**config.mk**
```make
export PLATFORM = sky130hd
export DESIGN_NAME = rdds_top
export DESIGN_NICKNAME = d
export VERILOG_FILES = /design/src/include/rdds_pkg.sv /design/src/include/rdds_tick_if.sv /design/src/rtl/rdds_top.sv /design/src/rtl/rdds_tick_gen.sv
export SDC_FILE = /design/constraint.sdc
export NUM_CORES = 1
export LEC_CHECK = 0
export ABC_AREA = 1
export BUFFER_PORTS_ARGS = -buffer_cell sky130_fd_sc_hd__buf_2
export CAP_MARGIN = 20
export CORE_MARGIN = 2
export CORE_UTILIZATION = 46
export DETAILED_ROUTE_END_ITERATION = 7
export SYNTH_ARGS = -nofsm -noshare
export SYNTH_HDL_FRONTEND = slang
export SYNTH_SLANG_ARGS = --single-unit
```
**constraint.sdc**
```tcl
create_clock -name mclk -period 4 [get_ports mclk]
set_input_delay 0.6 -clock mclk [delete_from_list [all_inputs] [get_ports mclk]]
set_output_delay 0.6 -clock mclk [all_outputs]
set_load 0.02 [all_outputs]
```
**src/include/rdds_pkg.sv**
```systemverilog
// Shared constants and types of the receiver data sequencer.
// Assumes a single crystal-derived clock domain.
package rdds_pkg;

   // Base tick dividers, stored as terminal counts (factor minus one)
   localparam logic [3:0] DIV_BAND_LO_M1 = 4'h9;
   localparam logic [3:0] DIV_BAND_HI_M1 = 4'hd;

   // Extended tick terminal counts in base ticks, per rate range
   localparam logic [2:0] EXT_R0_M1 = 3'h7;
   localparam logic [2:0] EXT_R1_M1 = 3'h3;
   localparam logic [2:0] EXT_R2_M1 = 3'h1;
   localparam logic [2:0] EXT_R3_M1 = 3'h0;

   // Wake time in base ticks, half ticks rounded up
   localparam logic [9:0] WAKE_R0 = 10'h381;
   localparam logic [9:0] WAKE_R1 = 10'h201;
   localparam logic [9:0] WAKE_R3 = 10'h141;

   localparam logic       IDLE_LVL   = 1'b1;
   localparam logic [3:0] MIN_EE_DEF = 4'h2;
   localparam logic [1:0] RANGE_RST  = 2'h0;

   typedef logic [1:0] rdds_range_t;

   typedef enum logic [2:0] {
      ST_SLEEP = 3'b001,
      ST_WAKE  = 3'b010,
      ST_RX    = 3'b100
   } rdds_state_e;

   function automatic logic [9:0] rdds_wake_term(input rdds_range_t r);
      logic [9:0] t;
      t = WAKE_R0;
      unique case (r)
         2'h0: t = WAKE_R0;
         2'h1: t = WAKE_R1;
         2'h2: t = WAKE_R1;
         2'h3: t = WAKE_R3;
      endcase
      return t;
   endfunction : rdds_wake_term

endpackage : rdds_pkg

```
**src/include/rdds_tick_if.sv**
```systemverilog
// Tick carrier between the sequencer and its tick generator.
// Assumes both ends run on mclk.
`timescale 1ns/1ps
interface rdds_tick_if;
   import rdds_pkg::*;
   logic        band;
   logic        run;
   rdds_range_t range;
   logic        base_tick;
   logic        ext_tick;

   modport gen (input band, input run, input range, output base_tick, output ext_tick);
   modport sink (output band, output run, output range, input base_tick, input ext_tick);
endinterface : rdds_tick_if

```
**src/rtl/rdds_top.sv**
```systemverilog
// Receiver data sequencer: sleep, wake and receive sequencing, debounce
// of the demodulator output and a two-entry output buffer.
// Assumes mclk is the crystal clock; all other inputs are asynchronous pins
// except clk_en and out_ready, which come from logic on mclk.
// Contract
// - Two select pins decode to range 0, 1 or 2; both high also gives 2.
// - Extended tick spans 8, 4, 2 or 1 base ticks for ranges 0 to 3.
// - All timing comes from one base tick divided from the crystal clock.
// - Base divider is 10 with band low and 14 with band high.
// - Divider gives about 2.04 or 2.07 microsecond base ticks.
// - Enable low keeps the block asleep, ignoring the demodulator.
// - Enable high starts a wake period whose length depends on range.
// - After the wake period the block enters receive mode.
// - In receive mode the processed demodulator level drives the data pin.
// - Output stream starts on a falling edge of the demodulator signal.
// - Receive mode lasts until enable falls, then back to sleep.
// - Demodulator sampled on extended ticks, or when space frees after a tick met a full buffer; output level changes only then.
// - Output edges closer than the minimum spacing are suppressed.
// - Low-pass corner setting follows the decoded rate range.
`timescale 1ns/1ps
module rdds_top
   import rdds_pkg::*;
#(
   parameter logic [3:0] MIN_EE_TICKS = MIN_EE_DEF
)(
   input  wire logic        mclk,
   input  wire logic        rst_n,
   input  wire logic        clk_en,
   input  wire logic        band_sel,
   input  wire logic        rate_sel_hi,
   input  wire logic        rate_sel_lo,
   input  wire logic        enable,
   input  wire logic        dem_in,
   input  wire logic        out_ready,
   output logic             data_out,
   output logic             out_valid,
   output logic             rx_active,
   output rdds_range_t      lp_corner
);

   rdds_tick_if tk ();

   logic [4:0]  sync1_q;
   logic [4:0]  sync2_q;
   logic        band_s;
   logic        hi_s;
   logic        lo_s;
   logic        en_s;
   logic        dem_s;
   rdds_range_t range_q;
   rdds_state_e state_q;
   rdds_state_e state_d;
   logic [9:0]  wake_cnt_q;
   logic        wake_done;
   logic        pend_q;
   logic        step;
   logic        stay_rx;
   logic        armed_q;
   logic        arm;
   logic        prev_q;
   logic        lvl_q;
   logic        lvl_d;
   logic [3:0]  gap_q;
   logic        push;
   logic        pop;
   logic        in_rdy;
   logic [1:0]  mem_q;
   logic        wr_q;
   logic        rd_q;
   logic [1:0]  cnt_q;

   ////////////////////////////////////////////////////////////////////////////////
   // Pin synchronisers
   always_ff @(posedge mclk or negedge rst_n) begin
      if (!rst_n) begin
         sync1_q <= 5'h00;
         sync2_q <= 5'h00;
      end else if (clk_en) begin
         sync1_q <= {band_sel, rate_sel_hi, rate_sel_lo, enable, dem_in};
         sync2_q <= sync1_q;
      end
   end

   assign {band_s, hi_s, lo_s, en_s, dem_s} = sync2_q;

   always_ff @(posedge mclk or negedge rst_n) begin
      if (!rst_n) begin
         range_q <= RANGE_RST;
      end else if (clk_en) begin
         range_q <= hi_s ? 2'h2 : {1'b0, lo_s};
      end
   end

   assign lp_corner = range_q;

   ////////////////////////////////////////////////////////////////////////////////
   // Tick generation
   assign tk.band  = band_s;
   assign tk.run   = en_s;
   assign tk.range = range_q;

   rdds_tick_gen u_tick (
      .mclk   (mclk),
      .rst_n  (rst_n),
      .clk_en (clk_en),
      .tk     (tk)
   );

   ////////////////////////////////////////////////////////////////////////////////
   // Sleep, wake and receive sequencing
   assign wake_done = tk.base_tick && (wake_cnt_q >= rdds_wake_term(range_q) - 10'h1);

   always_comb begin
      state_d = state_q;
      unique case (state_q)
         ST_SLEEP: if (en_s) state_d = ST_WAKE;
         ST_WAKE: begin
            if (!en_s) begin
               state_d = ST_SLEEP;
            end else if (wake_done) begin
               state_d = ST_RX;
            end
         end
         ST_RX:    if (!en_s) state_d = ST_SLEEP;
         default:  state_d = ST_SLEEP;
      endcase
   end

   always_ff @(posedge mclk or negedge rst_n) begin
      if (!rst_n) begin
         state_q <= ST_SLEEP;
      end else if (clk_en) begin
         state_q <= state_d;
      end
   end

   always_ff @(posedge mclk or negedge rst_n) begin
      if (!rst_n) begin
         wake_cnt_q <= 10'h000;
      end else if (clk_en) begin
         if (state_q != ST_WAKE) begin
            wake_cnt_q <= 10'h000;
         end else if (tk.base_tick) begin
            wake_cnt_q <= wake_cnt_q + 10'h001;
         end
      end
   end

   assign rx_active = (state_q == ST_RX);

   ////////////////////////////////////////////////////////////////////////////////
   // Sampling and debounce
   // Flush on the same edge that leaves receive mode, so nothing leaks into sleep
   assign stay_rx = (state_d == ST_RX);
   // A tick seen while the buffer is full waits; later ticks before space frees merge into it
   assign step = rx_active & (tk.ext_tick | pend_q) & in_rdy;
   assign arm  = step & ~armed_q & prev_q & ~dem_s;

   always_comb begin
      lvl_d = lvl_q;
      if (arm) begin
         lvl_d = 1'b0;
      end else if (step && armed_q && dem_s != lvl_q
                   && gap_q >= MIN_EE_TICKS - 4'h1) begin
         lvl_d = dem_s;
      end
   end

   always_ff @(posedge mclk or negedge rst_n) begin
      if (!rst_n) begin
         pend_q <= 1'b0;
      end else if (clk_en) begin
         pend_q <= stay_rx & rx_active & (tk.ext_tick | pend_q) & ~in_rdy;
      end
   end

   always_ff @(posedge mclk or negedge rst_n) begin
      if (!rst_n) begin
         armed_q <= 1'b0;
         prev_q  <= 1'b0;
         lvl_q   <= IDLE_LVL;
         gap_q   <= 4'h0;
      end else if (clk_en) begin
         if (!stay_rx) begin
            armed_q <= 1'b0;
            prev_q  <= 1'b0;
            lvl_q   <= IDLE_LVL;
            gap_q   <= 4'h0;
         end else if (step) begin
            armed_q <= armed_q | arm;
            prev_q  <= dem_s;
            lvl_q   <= lvl_d;
            if (lvl_d != lvl_q) begin
               gap_q <= 4'h0;
            end else if (gap_q != 4'hf) begin
               gap_q <= gap_q + 4'h1;
            end
         end
      end
   end

   ////////////////////////////////////////////////////////////////////////////////
   // Two-entry output buffer
   assign push      = step & (armed_q | arm);
   assign in_rdy    = (cnt_q != 2'h2);
   assign out_valid = (cnt_q != 2'h0);
   assign pop       = out_valid & out_ready;
   assign data_out  = out_valid ? mem_q[rd_q] : lvl_q;

   always_ff @(posedge mclk or negedge rst_n) begin
      if (!rst_n) begin
         mem_q <= 2'h0;
      end else if (clk_en && push) begin
         mem_q[wr_q] <= lvl_d;
      end
   end

   always_ff @(posedge mclk or negedge rst_n) begin
      if (!rst_n) begin
         wr_q  <= 1'b0;
         rd_q  <= 1'b0;
         cnt_q <= 2'h0;
      end else if (clk_en) begin
         if (!stay_rx) begin
            wr_q  <= 1'b0;
            rd_q  <= 1'b0;
            cnt_q <= 2'h0;
         end else begin
            wr_q  <= wr_q ^ push;
            rd_q  <= rd_q ^ pop;
            cnt_q <= cnt_q + {1'b0, push} - {1'b0, pop};
         end
      end
   end

   ////////////////////////////////////////////////////////////////////////////////
   // Checks
   AST_RANGE_DECODE: assert property (@(posedge mclk) disable iff (!rst_n)
      (clk_en && hi_s) |=> (!clk_en || lp_corner == 2'h2))
      else $error("select high did not decode to range 2");

   AST_SLEEP_QUIET: assert property (@(posedge mclk) disable iff (!rst_n)
      (state_q != ST_RX) |-> (data_out == IDLE_LVL && !out_valid && !push))
      else $error("output active outside receive mode");

   AST_WAKE_LEN: assert property (@(posedge mclk) disable iff (!rst_n)
      $rose(rx_active) |-> $past(wake_cnt_q) == rdds_wake_term(range_q) - 10'h1)
      else $error("wake period length wrong");

   AST_WAKE_ENTRY: assert property (@(posedge mclk) disable iff (!rst_n)
      (clk_en && state_q == ST_SLEEP && en_s) |=> state_q == ST_WAKE && wake_cnt_q == 10'h0)
      else $error("enable rise did not start wake period");

   AST_DROP_TO_SLEEP: assert property (@(posedge mclk) disable iff (!rst_n)
      (clk_en && !en_s) |=> state_q == ST_SLEEP)
      else $error("enable low did not return to sleep");

   AST_FIRST_FALL: assert property (@(posedge mclk) disable iff (!rst_n)
      $rose(armed_q) |-> $past(prev_q) && !$past(dem_s) && !lvl_q)
      else $error("stream did not start on falling edge");

   AST_TICK_ONLY: assert property (@(posedge mclk) disable iff (!rst_n)
      (clk_en && lvl_d != lvl_q) |-> step)
      else $error("output level changed off a tick");

   AST_MIN_EDGE: assert property (@(posedge mclk) disable iff (!rst_n)
      (clk_en && armed_q && lvl_d != lvl_q) |-> gap_q >= MIN_EE_TICKS - 4'h1)
      else $error("output edges closer than minimum");

   AST_NO_OVERFLOW: assert property (@(posedge mclk) disable iff (!rst_n)
      (cnt_q == 2'h2) |-> !push)
      else $error("buffer written while full");

endmodule : rdds_top

```
**src/rtl/rdds_tick_gen.sv**
```systemverilog
// Base tick divider and extended tick scaler.
// Assumes band and range come already synchronised to mclk.
`timescale 1ns/1ps
module rdds_tick_gen
   import rdds_pkg::*;
(
   input wire logic mclk,
   input wire logic rst_n,
   input wire logic clk_en,
   rdds_tick_if.gen tk
);

   logic [3:0] div_q;
   logic [2:0] ext_q;
   logic [3:0] div_lim;
   logic [2:0] ext_lim;
   logic [3:0] gap_q;
   logic       seen_q;
   logic [2:0] bcnt_q;
   logic       eseen_q;

   assign div_lim = tk.band ? DIV_BAND_HI_M1 : DIV_BAND_LO_M1;

   always_comb begin
      ext_lim = EXT_R0_M1;
      unique case (tk.range)
         2'h0: ext_lim = EXT_R0_M1;
         2'h1: ext_lim = EXT_R1_M1;
         2'h2: ext_lim = EXT_R2_M1;
         2'h3: ext_lim = EXT_R3_M1;
      endcase
   end

   assign tk.base_tick = clk_en & tk.run & (div_q == div_lim);
   assign tk.ext_tick  = tk.base_tick & (ext_q >= ext_lim);

   always_ff @(posedge mclk or negedge rst_n) begin
      if (!rst_n) begin
         div_q <= 4'h0;
      end else if (clk_en) begin
         if (!tk.run || tk.base_tick) begin
            div_q <= 4'h0;
         end else begin
            div_q <= div_q + 4'h1;
         end
      end
   end

   always_ff @(posedge mclk or negedge rst_n) begin
      if (!rst_n) begin
         ext_q <= 3'h0;
      end else if (clk_en) begin
         if (!tk.run || tk.ext_tick) begin
            ext_q <= 3'h0;
         end else if (tk.base_tick) begin
            ext_q <= ext_q + 3'h1;
         end
      end
   end

   ////////////////////////////////////////////////////////////////////////////////
   // Checking helpers
   always_ff @(posedge mclk or negedge rst_n) begin
      if (!rst_n) begin
         gap_q   <= 4'h0;
         seen_q  <= 1'b0;
         bcnt_q  <= 3'h0;
         eseen_q <= 1'b0;
      end else if (clk_en) begin
         seen_q  <= tk.run & (seen_q | tk.base_tick);
         gap_q   <= (tk.base_tick || !tk.run) ? 4'h0 : gap_q + 4'h1;
         eseen_q <= tk.run & (eseen_q | tk.ext_tick);
         if (tk.ext_tick || !tk.run) begin
            bcnt_q <= 3'h0;
         end else if (tk.base_tick) begin
            bcnt_q <= bcnt_q + 3'h1;
         end
      end
   end

   AST_BASE_DIV: assert property (@(posedge mclk) disable iff (!rst_n)
      (tk.base_tick && seen_q) |-> gap_q == (tk.band ? 4'hd : 4'h9))
      else $error("base tick spacing does not match band divider");

   AST_EXT_RATIO: assert property (@(posedge mclk) disable iff (!rst_n)
      (tk.ext_tick && eseen_q && $stable(tk.range)) |->
         bcnt_q == (3'h7 >> tk.range))
      else $error("extended tick ratio wrong for range");

   AST_EXT_ON_BASE: assert property (@(posedge mclk) disable iff (!rst_n)
      tk.ext_tick |-> tk.base_tick && tk.run)
      else $error("extended tick not aligned to base tick");

endmodule : rdds_tick_gen

```
== Word-level counts from Yosys, hierarchy flattened ==
Index checks and enable logic that the tools add are counted.
Widths: inputs -> output; s select.

* Order comparisons: 6
* Bitwise operators: 20
* Mux-type cells: 35
* Reduce and logical (&&, ||, !) cells: 18
* Add/subtract/negate cells: 7
* Equality and inequality tests: 15

{| class="wikitable"
|+ Operator list
! kind !! number
|-
| $pmux 10 s3 || 1
|-
| $mux 3 || 7
|-
| $mux 10 || 2
|-
| $mux 4 || 5
|-
| $mux 1 || 14
|-
| $and 1x1->1 || 13
|-
| $pmux 3 s4 || 1
|-
| $add 10x1->10 const B || 1
|-
| $ge 10x10->1 || 1
|-
| $sub 10x1->10 const B || 1
|-
| $pmux 3 s3 || 1
|-
| $add 4x1->4 const B || 2
|-
| $eq 3x3->1 const B || 2
|-
| $logic_and 1x1->1 || 6
|-
| $reduce_and 2->1 || 3
|-
| $reduce_bool 2->1 || 3
|-
| $eq 2x2->1 const B || 2
|-
| $eq 4x4->1 || 1
|-
| $ge 4x1->1 const B || 1
|-
| $lt 1x2->1 const B || 2
|-
| $mux 2 || 2
|-
| $ne 2x2->1 const B || 2
|-
| $ne 4x4->1 const B || 1
|-
| $add 3x1->3 const B || 1
|-
| 20 further kinds || 26
|}

* Word-level logic and storage cells: 117
* Register bits: 46
* Input port bits: 9
* Output and inout bits: 5

== Longest topological paths before layout ==
Gate-level depths: netlist (run 1).

* Depth after elaboration: 16
* Gate-level depth with buffers: 17
* Gate-level depth less buffers: 17

== By module ==
A second synthesis (run 1) with hierarchy kept.

* Cells, all modules: 351
* Area total of the unflattened synthesis: 2872.8 um^2

{| class="wikitable"
|+ By module, submodules not included
! module !! times used !! sequential area each (um^2) !! area each (um^2) !! cells an instance
|-
| rdds_top || 1 || 978.4 || 2337.2 || 281
|-
| rdds_tick_gen || 1 || 175.2 || 535.5 || 70
|}

== Worst setup path before layout (run 1) ==
No wires, ideal clock.

* Path type: register to register
* Start point: register range_q[1], in the netlist lp_corner[1]
* End point: register cnt_q[1]
* Library setup time: 0.096 ns
* Arrival time: 2.117 ns
* Period minus slack after synthesis: 2.213 ns
* Stages on the path, launching flop included: 14
* Required time: 3.904 ns
* Buffers on the path: 0
* Setup slack: 1.787 ns
* Path through: dfrtp_1 inv_1 ha_1 inv_1 ha_1 a21oi_1 nand3_1 nand2_4 nand2_4 nand2_4 nor3_1 ha_1 xor2_1 o31ai_1

* Word-level cells in the longest chain between the ends: 15
* Elaborated cells on any way between the ends: 27
* Those cells by class: 3 x add/sub; 2 x order compare; 4 x eq/ne; 6 x mux; 9 x bitwise; 3 x reduce/logical

{| class="wikitable"
|+ RTL lines
! what !! line !! RTL
|-
| start, declared || rdds_top.sv:50 || <nowiki>rdds_range_t range_q;</nowiki>
|-
| start signal, assigned || rdds_top.sv:90 || <nowiki>range_q <= hi_s ? 2'h2 : {1'b0, lo_s};</nowiki>
|-
| parallel branches: the longest is 14 deep, another holds $sub 10x1->10 || n/a ||
|-
| $mux 2 (*) || rdds_top.sv:224 || <nowiki>if (!stay_rx) begin</nowiki>
|-
| end signal, assigned || rdds_top.sv:231 || <nowiki>cnt_q <= cnt_q + {1'b0, push} - {1'b0, pop};</nowiki>
|-
| end, declared || rdds_top.sv:70 || <nowiki>logic [1:0] cnt_q;</nowiki>
|}

Every way passes the cells marked *. The select of a mux whose other input is x is not followed.
A chain may end at the register's enable or synchronous reset.

== Worst setup path in the final report (run 1) ==
Ends and elaborated chain as after synthesis.

==> impl_metrics.py, run 1 <==
metrics = {
    "cells_and_area": {
        "stdcell_count": 410,
        "area_growth_pct": 9.20,
        "post-route-util": 0.513,
        "design_area_um2": 2980,
        "layout-drive-gt1-share": 0.173,
        "antenna_cells": 0,
        "finish.net_count": 363,
    },
    "routing": {
        "drt_iter0_drc": 92,
        "vias_per_cell": 4.88,
        "drc_errors": 0,
        "ant_nets": 0,
        "firstDrtPassIters": 4,
        "wl_per_cell_um": 11.8,
        "vias": 2000,
        "routed_wl_mm": 4.85,
    },
    "logic_synthesis": {
        "synth_seq_cells": 46,
        "synth.largest_area_cell": "dfrtp_1",
        "ys_types": 41,
        "yosys.area_share.xor_xnor": 0.0224,
        "synth_adder_area_share": 0.0916,
        "syn_area_um2": 2730,
        "synth_ff_type": "dfrtp_1",
        "ys_async_sr_fraction": 1.00,
        "syn_area_per_cell_um2": 8.62,
        "syn_nets": 346,
        "synth_top_area_frac": 0.403,
        "synth.area.top_cells": "dfrtp_1, ha_1, nand2_1",
        "netlist_instances": 317,
        "synthMostInstantiatedCell": "nand2_1",
        "yosysWarnings": 0,
        "synth_top_family_by_area": "simple AND/OR/NAND/NOR gates",
        "synthSimpleGateAreaFrac": 0.288,
        "synth-seq-area-share": 0.422,
        "synth-edff-count": 0,
        "synth_compound_area_frac": 0.0957,
        "muxShareOfSynthArea": 0.00366,
        "synthTopCellsByCount": "nand2_1, inv_1, dfrtp_1",
    },
    "clock_tree": {
        "insertion_delay_ps": 300,
        "ctsResizeCount": 0,
        "cts_made_buffers": 5,
        "clkTransAtPathRegs_ps": 80,
        "postCtsSetupRepairBufs": 0,
        "root_buffer": "clkbuf_8",
        "cts_tree": "yes",
        "ctsLongestPathBuffers": 2,
        "htreeDepth": 2,
        "cts_hold_buf": 0,
        "cts_sinks": 46,
    },
    "worst_hold_path": {
        "hold_class": "input port to async pin",
    },
    "place": {
        "dpl.cell_count": 401,
        "place_area_um2": 2870,
        "routabilityCongestion": 0.777,
        "portBuffers": 13,
        "dp_hpwl_mm": 3.62,
    },
    "global_route": {
        "grt_pass1_vias": 1947,
        "grt-ovfl-total": 0,
        "grt_max_degree": 47,
        "track_usage": 0.167,
        "grt_pass1_wl_mm": 8.49,
        "antenna_found_initial": 0,
    },
    "worst_setup_path": {
        "cp-start-kind": "flip-flop",
        "path_max_fanout": 5,
        "slowest_delay_ps": 440,
        "arrival_ps": 2510,
        "regToRegStartpoint": "lp_corner[1]",
        "r2r_cells": 13,
        "cpMaxStageDelayCell": "dfrtp_1",
        "worstReg2RegEnd": "cnt_q[1]",
        "r2r_slack_ps": 1700,
        "path_cells": "inv_1 > ha_1 > inv_1 > ha_1 > a21oi_1 > nand3_1 > nand2_4 > nand2_4 > nand2_4 > nor3_1 > ha_1 > xor2_1 > o31ai_1",
        "crit_type": "flip-flop to flip-flop",
        "end_kind": "flip-flop",
        "required_ps": 4200,
    },
    "power_and_ir_drop": {
        "p_leak_nw": 1.50,
        "peakVddDrop_uv": 164,
        "p_per_area_nw_per_um2": 324,
        "total_power_mw": 0.968,
    },
    "timing": {
        "setup_violations": 0,
        "max_slew_margin": 0.639,
        "max_freq_ghz": 0.434,
        "hold_violations": 0,
        "finalCriticalPeriod_ps": 2300,
        "worst_pin_slew_ps": 538,
        "finalCritPeriodShare": 0.576,
        "fin_worst_skew_ps": 4.34,
        "report.final.slew_viol_count": 0,
        "setup_tns_ps": 0,
        "rsz0062_at_grt": "false",
    },
    "run_status": {
        "status": "finished clean",
    },
    "floorplanning": {
        "core_um2": 5820,
        "io_pins": 14,
        "start_util": 0.470,
        "die_y_um": 81.1,
        "row_count": 28,
        "die_area_um2": 6570,
        "dieWidth_um": 81.1,
    },
    "job": {
        "cap_violations": 0,
    },
}
-- logic make-up after synthesis --
| kind of cell | count (synthesis) |
|---|---|
| flops | 46 |
| mux | 1 |
| xor+xnor | 7 |
| fa+ha+maj | 20 |
| buf+inv | 55 |
| simple gates | 143 |
| compound gates | 45 |
-- sequential cells by signal (all words and copies together) (netlist names), 2 cells and up --
| register | cells |
|---|---|
| u_tick.ext_q | 3 |
| mem_q | 2 |
| state_q | 3 |
| gap_q | 4 |
| lp_corner | 2 |
| sync1_q | 5 |
| cnt_q | 2 |
| sync2_q | 5 |
| u_tick.div_q | 4 |
| wake_cnt_q | 10 |
-- stage by stage --
step	setup WS (ps)	hold WS [ps]
2_1_floorplan	1790	304
3_3_place_gp	1520	460
3_5_place_dp	1420	458
4_1_cts	1680	479
5_1_grt	1480	191
6_report	1700	176
-- critical path: cells and delay by family, from the launching register on --
family          cells  cell delay (ps)
compound gates      2              360
xor+xnor            1              160
fa+ha+maj           3              650
buf+inv             2              160
flops               1              440
simple gates        5              460
-- where the power goes --
part	internal [mW]	switching [mW]
Clock	0.140	0.153
Combinational	0.0561	0.103
Sequential	0.493	0.0242
-- area by class of cell --
| type | count | area [um^2] |
|---|---|---|
| well taps | 75 | 93.8 |
| clock buffers | 7 | 86.3 |
| repair buffers | 14 | 85.1 |
| clock inverters | 1 | 5.00 |
| flip-flops and latches | 46 | 1150 |
| fillers | 577 | 2830 |
| inverters | 51 | 191 |
| multi-input cells | 216 | 1370 |
-- routing by layer --
layer  vias to the layer above  track usage  wire length, um
met4                         0       0.0576               75
li1                       1054            -                -
met3                         6       0.0333              122
met2                        18        0.268             2170
met5                         -            0                0
met1                       922        0.225             2490
-- how the worst max path moves through the flow --
stage / start / to / slack (ps) / depth (start not counted)
after CTS: lp_corner[1] / cnt_q[1] / 1680 / 13
final: lp_corner[1] / cnt_q[1] / 1700 / 13
after global routing: lp_corner[1] / cnt_q[1] / 1480 / 13
after global placement: clk_en / u_tick.ext_q[2] / 1520 / 6
after floorplan: lp_corner[1] / cnt_q[1] / 1790 / 13
after detailed placement: clk_en / u_tick.ext_q[2] / 1420 / 6
-- cells in the final DEF, fill, tap and decap left out, types with 2 or more instances in the layout --
cell type,count
a21oi_1,14
buf_2,13
clkbuf_8,6
clkinv_1,2
dfrtp_1,44
dfstp_2,2
ha_1,20
inv_1,46
inv_2,3
nand2_1,64
nand2_2,9
nand2_4,8
nand3_1,16
nand4_1,7
nor2_1,22
nor2_2,3
nor2_4,3
nor3_1,3
nor3b_2,2
o211ai_1,2
o21ai_0,13
o21ai_1,4
o22ai_1,2
o31ai_1,2
xor2_1,6
No activity file was read; power rests on OpenSTA's default activity.
==> run 2, diff against run 1 <==
Settings changed: PLACE_DENSITY set to 0.65.
Clock period 4 ns to 2.05 ns, I/O delays scaled along.
==> impl_metrics.py, run 2 (same netlist as run 1, synthesis figures left out) <==
metrics = {
    "worst_setup_path": {
        "r2r_cells": 15,
        "path_max_fanout": 4,
        "startpoint": "lp_corner[1]",
        "r2r_slack_ps": -80,
        "required_ps": 2240,
        "regToRegStartpoint": "lp_corner[1]",
        "end_kind": "flip-flop",
        "arrival_ps": 2320,
        "cp-start-kind": "flip-flop",
        "worstReg2RegEnd": "mem_q[0]",
        "crit_type": "flip-flop to flip-flop",
        "endpoint": "mem_q[0]",
    },
    "cells_and_area": {
        "final_common_cell": "nand2_1",
        "final_cell_mix": "nand2_1, dfrtp_1, inv_1, nor2_1, buf_4",
        "layout-drive-gt1-share": 0.287,
        "largest_reg_flops": 10,
        "area_growth_pct": 21.8,
        "post-route-util": 0.572,
        "antenna_cells": 0,
        "top_regs": "wake_cnt_q x10, sync1_q x5, sync2_q x5",
        "design_area_um2": 3330,
        "regMostFlops": "wake_cnt_q",
        "finish.net_count": 384,
    },
    "global_route": {
        "track_usage": 0.180,
        "grt_pass1_wl_mm": 9.15,
        "grt_max_degree": 47,
        "antenna_found_initial": 0,
        "grt_pass1_vias": 2110,
        "grt-ovfl-total": 0,
    },
    "clock_tree": {
        "cts_made_buffers": 5,
        "insertion_delay_ps": 320,
        "cts_sinks": 46,
        "clkTransAtPathRegs_ps": 100,
        "cts_tree": "yes",
        "root_buffer": "clkbuf_8",
        "ctsLongestPathBuffers": 2,
        "htreeDepth": 2,
    },
    "routing": {
        "firstDrtPassIters": 4,
        "wl_per_cell_um": 12.1,
        "drt_iter0_drc": 96,
        "routed_wl_mm": 5.22,
        "ant_nets": 0,
        "drc_errors": 0,
        "vias": 2131,
        "vias_per_cell": 4.94,
    },
    "timing": {
        "fin_ws_ps": -77.1,
        "finalCritPeriodShare": 1.04,
        "rsz0062_at_grt": "true",
        "fin_worst_skew_ps": 17.0,
        "worst_pin_slew_ps": 438,
        "finalCriticalPeriod_ps": 2130,
        "setup_violations": 9,
        "report.final.slew_viol_count": 0,
        "max_freq_ghz": 0.470,
        "setup_tns_ps": -429,
        "hold_violations": 0,
        "max_slew_margin": 0.707,
    },
    "floorplanning": {
        "start_util": 0.470,
        "dieWidth_um": 81.1,
        "core_um2": 5820,
        "io_pins": 14,
        "die_area_um2": 6570,
        "die_y_um": 81.1,
        "row_count": 28,
    },
    "run_status": {
        "status": "finished, violations left",
        "violations": "setup timing",
    },
    "power_and_ir_drop": {
        "p_per_area_nw_per_um2": 619,
        "p_leak_nw": 1.62,
        "peakVddDrop_uv": 324,
    },
    "place": {
        "pre_cts_ws_ps": -149,
        "portBuffers": 13,
        "place_area_um2": 3010,
        "dp_hpwl_mm": 3.83,
        "routabilityCongestion": 0.835,
    },
    "worst_hold_path": {
        "hold_class": "input port to flip-flop",
    },
    "job": {
        "cap_violations": 0,
    },
}
==> run 2: power breakdown <==
group	internal, mW	switching, mW	leakage [nW]
combinational	0.192	0.251	0.960
sequential	0.962	0.0478	0.609
clock	0.254	0.353	0.0495
total	1.41	0.652	1.62
==> run 2: per-stage QoR <==
stage / instances / power [mW] / hold slack, ps
CTS: 428 / 2.04 / 174
finish: 431 / 2.06 / 181
global placement: 414 / 1.37 / 312
detailed placement: 414 / 1.38 / 308
floorplan: 317 / 1.25 / 11.9
global route: 431 / 2.18 / 181
==> run 2: critical path: stages (launching register included) <==
cell	delay (ps)
dfrtp_2	440
inv_2	90
ha_4	140
inv_4	40
ha_4	280
nand3_2	80
nand3_2	100
nand2_4	60
nand2_4	90
nand2_8	70
nor2_8	140
nand2_4	110
nor2_4	120
inv_2	60
o21ai_1	110
o31ai_1	80
==> run 2: worst min path at each step <==
stage                   from             to  slack [ps]  cells after the start
floorplan              rst_n        armed_q          10                      0
global placement       rst_n  wake_cnt_q[6]         310                      2
detailed placement     rst_n  wake_cnt_q[6]         310                      2
CTS                   enable     sync1_q[1]         170                      3
global route        band_sel     sync1_q[4]         180                      3
finish                enable     sync1_q[1]         180                      3
==> run 2: repair_timing <==
action,in CTS,in global routing
setup buffers,5,3
gates resized for setup,18,13
pin swaps,21,14
hold buffers,1,0
setup endpoints to repair,15,18
endpoints found under the hold margin,44,0
cloned,0,0
==> run 2: area by class of cell <==
type / instances / area (um^2)
Timing Repair Buffer: 35 / 256
Fill cell: 519 / 2490
Sequential cell: 46 / 1160
Multi-Input combinational cell: 216 / 1530
Clock inverter: 3 / 26.3
Inverter: 51 / 196
Tap cell: 75 / 93.8
Clock buffer: 5 / 68.8
==> run 2: per-layer routing <==
metal,vias to the layer above,GRT usage,routed length [um]
li1,1103,-,-
met1,997,0.229,2510
met2,20,0.299,2460
met3,11,0.0378,138
met4,0,0.0712,107
met5,-,0,0
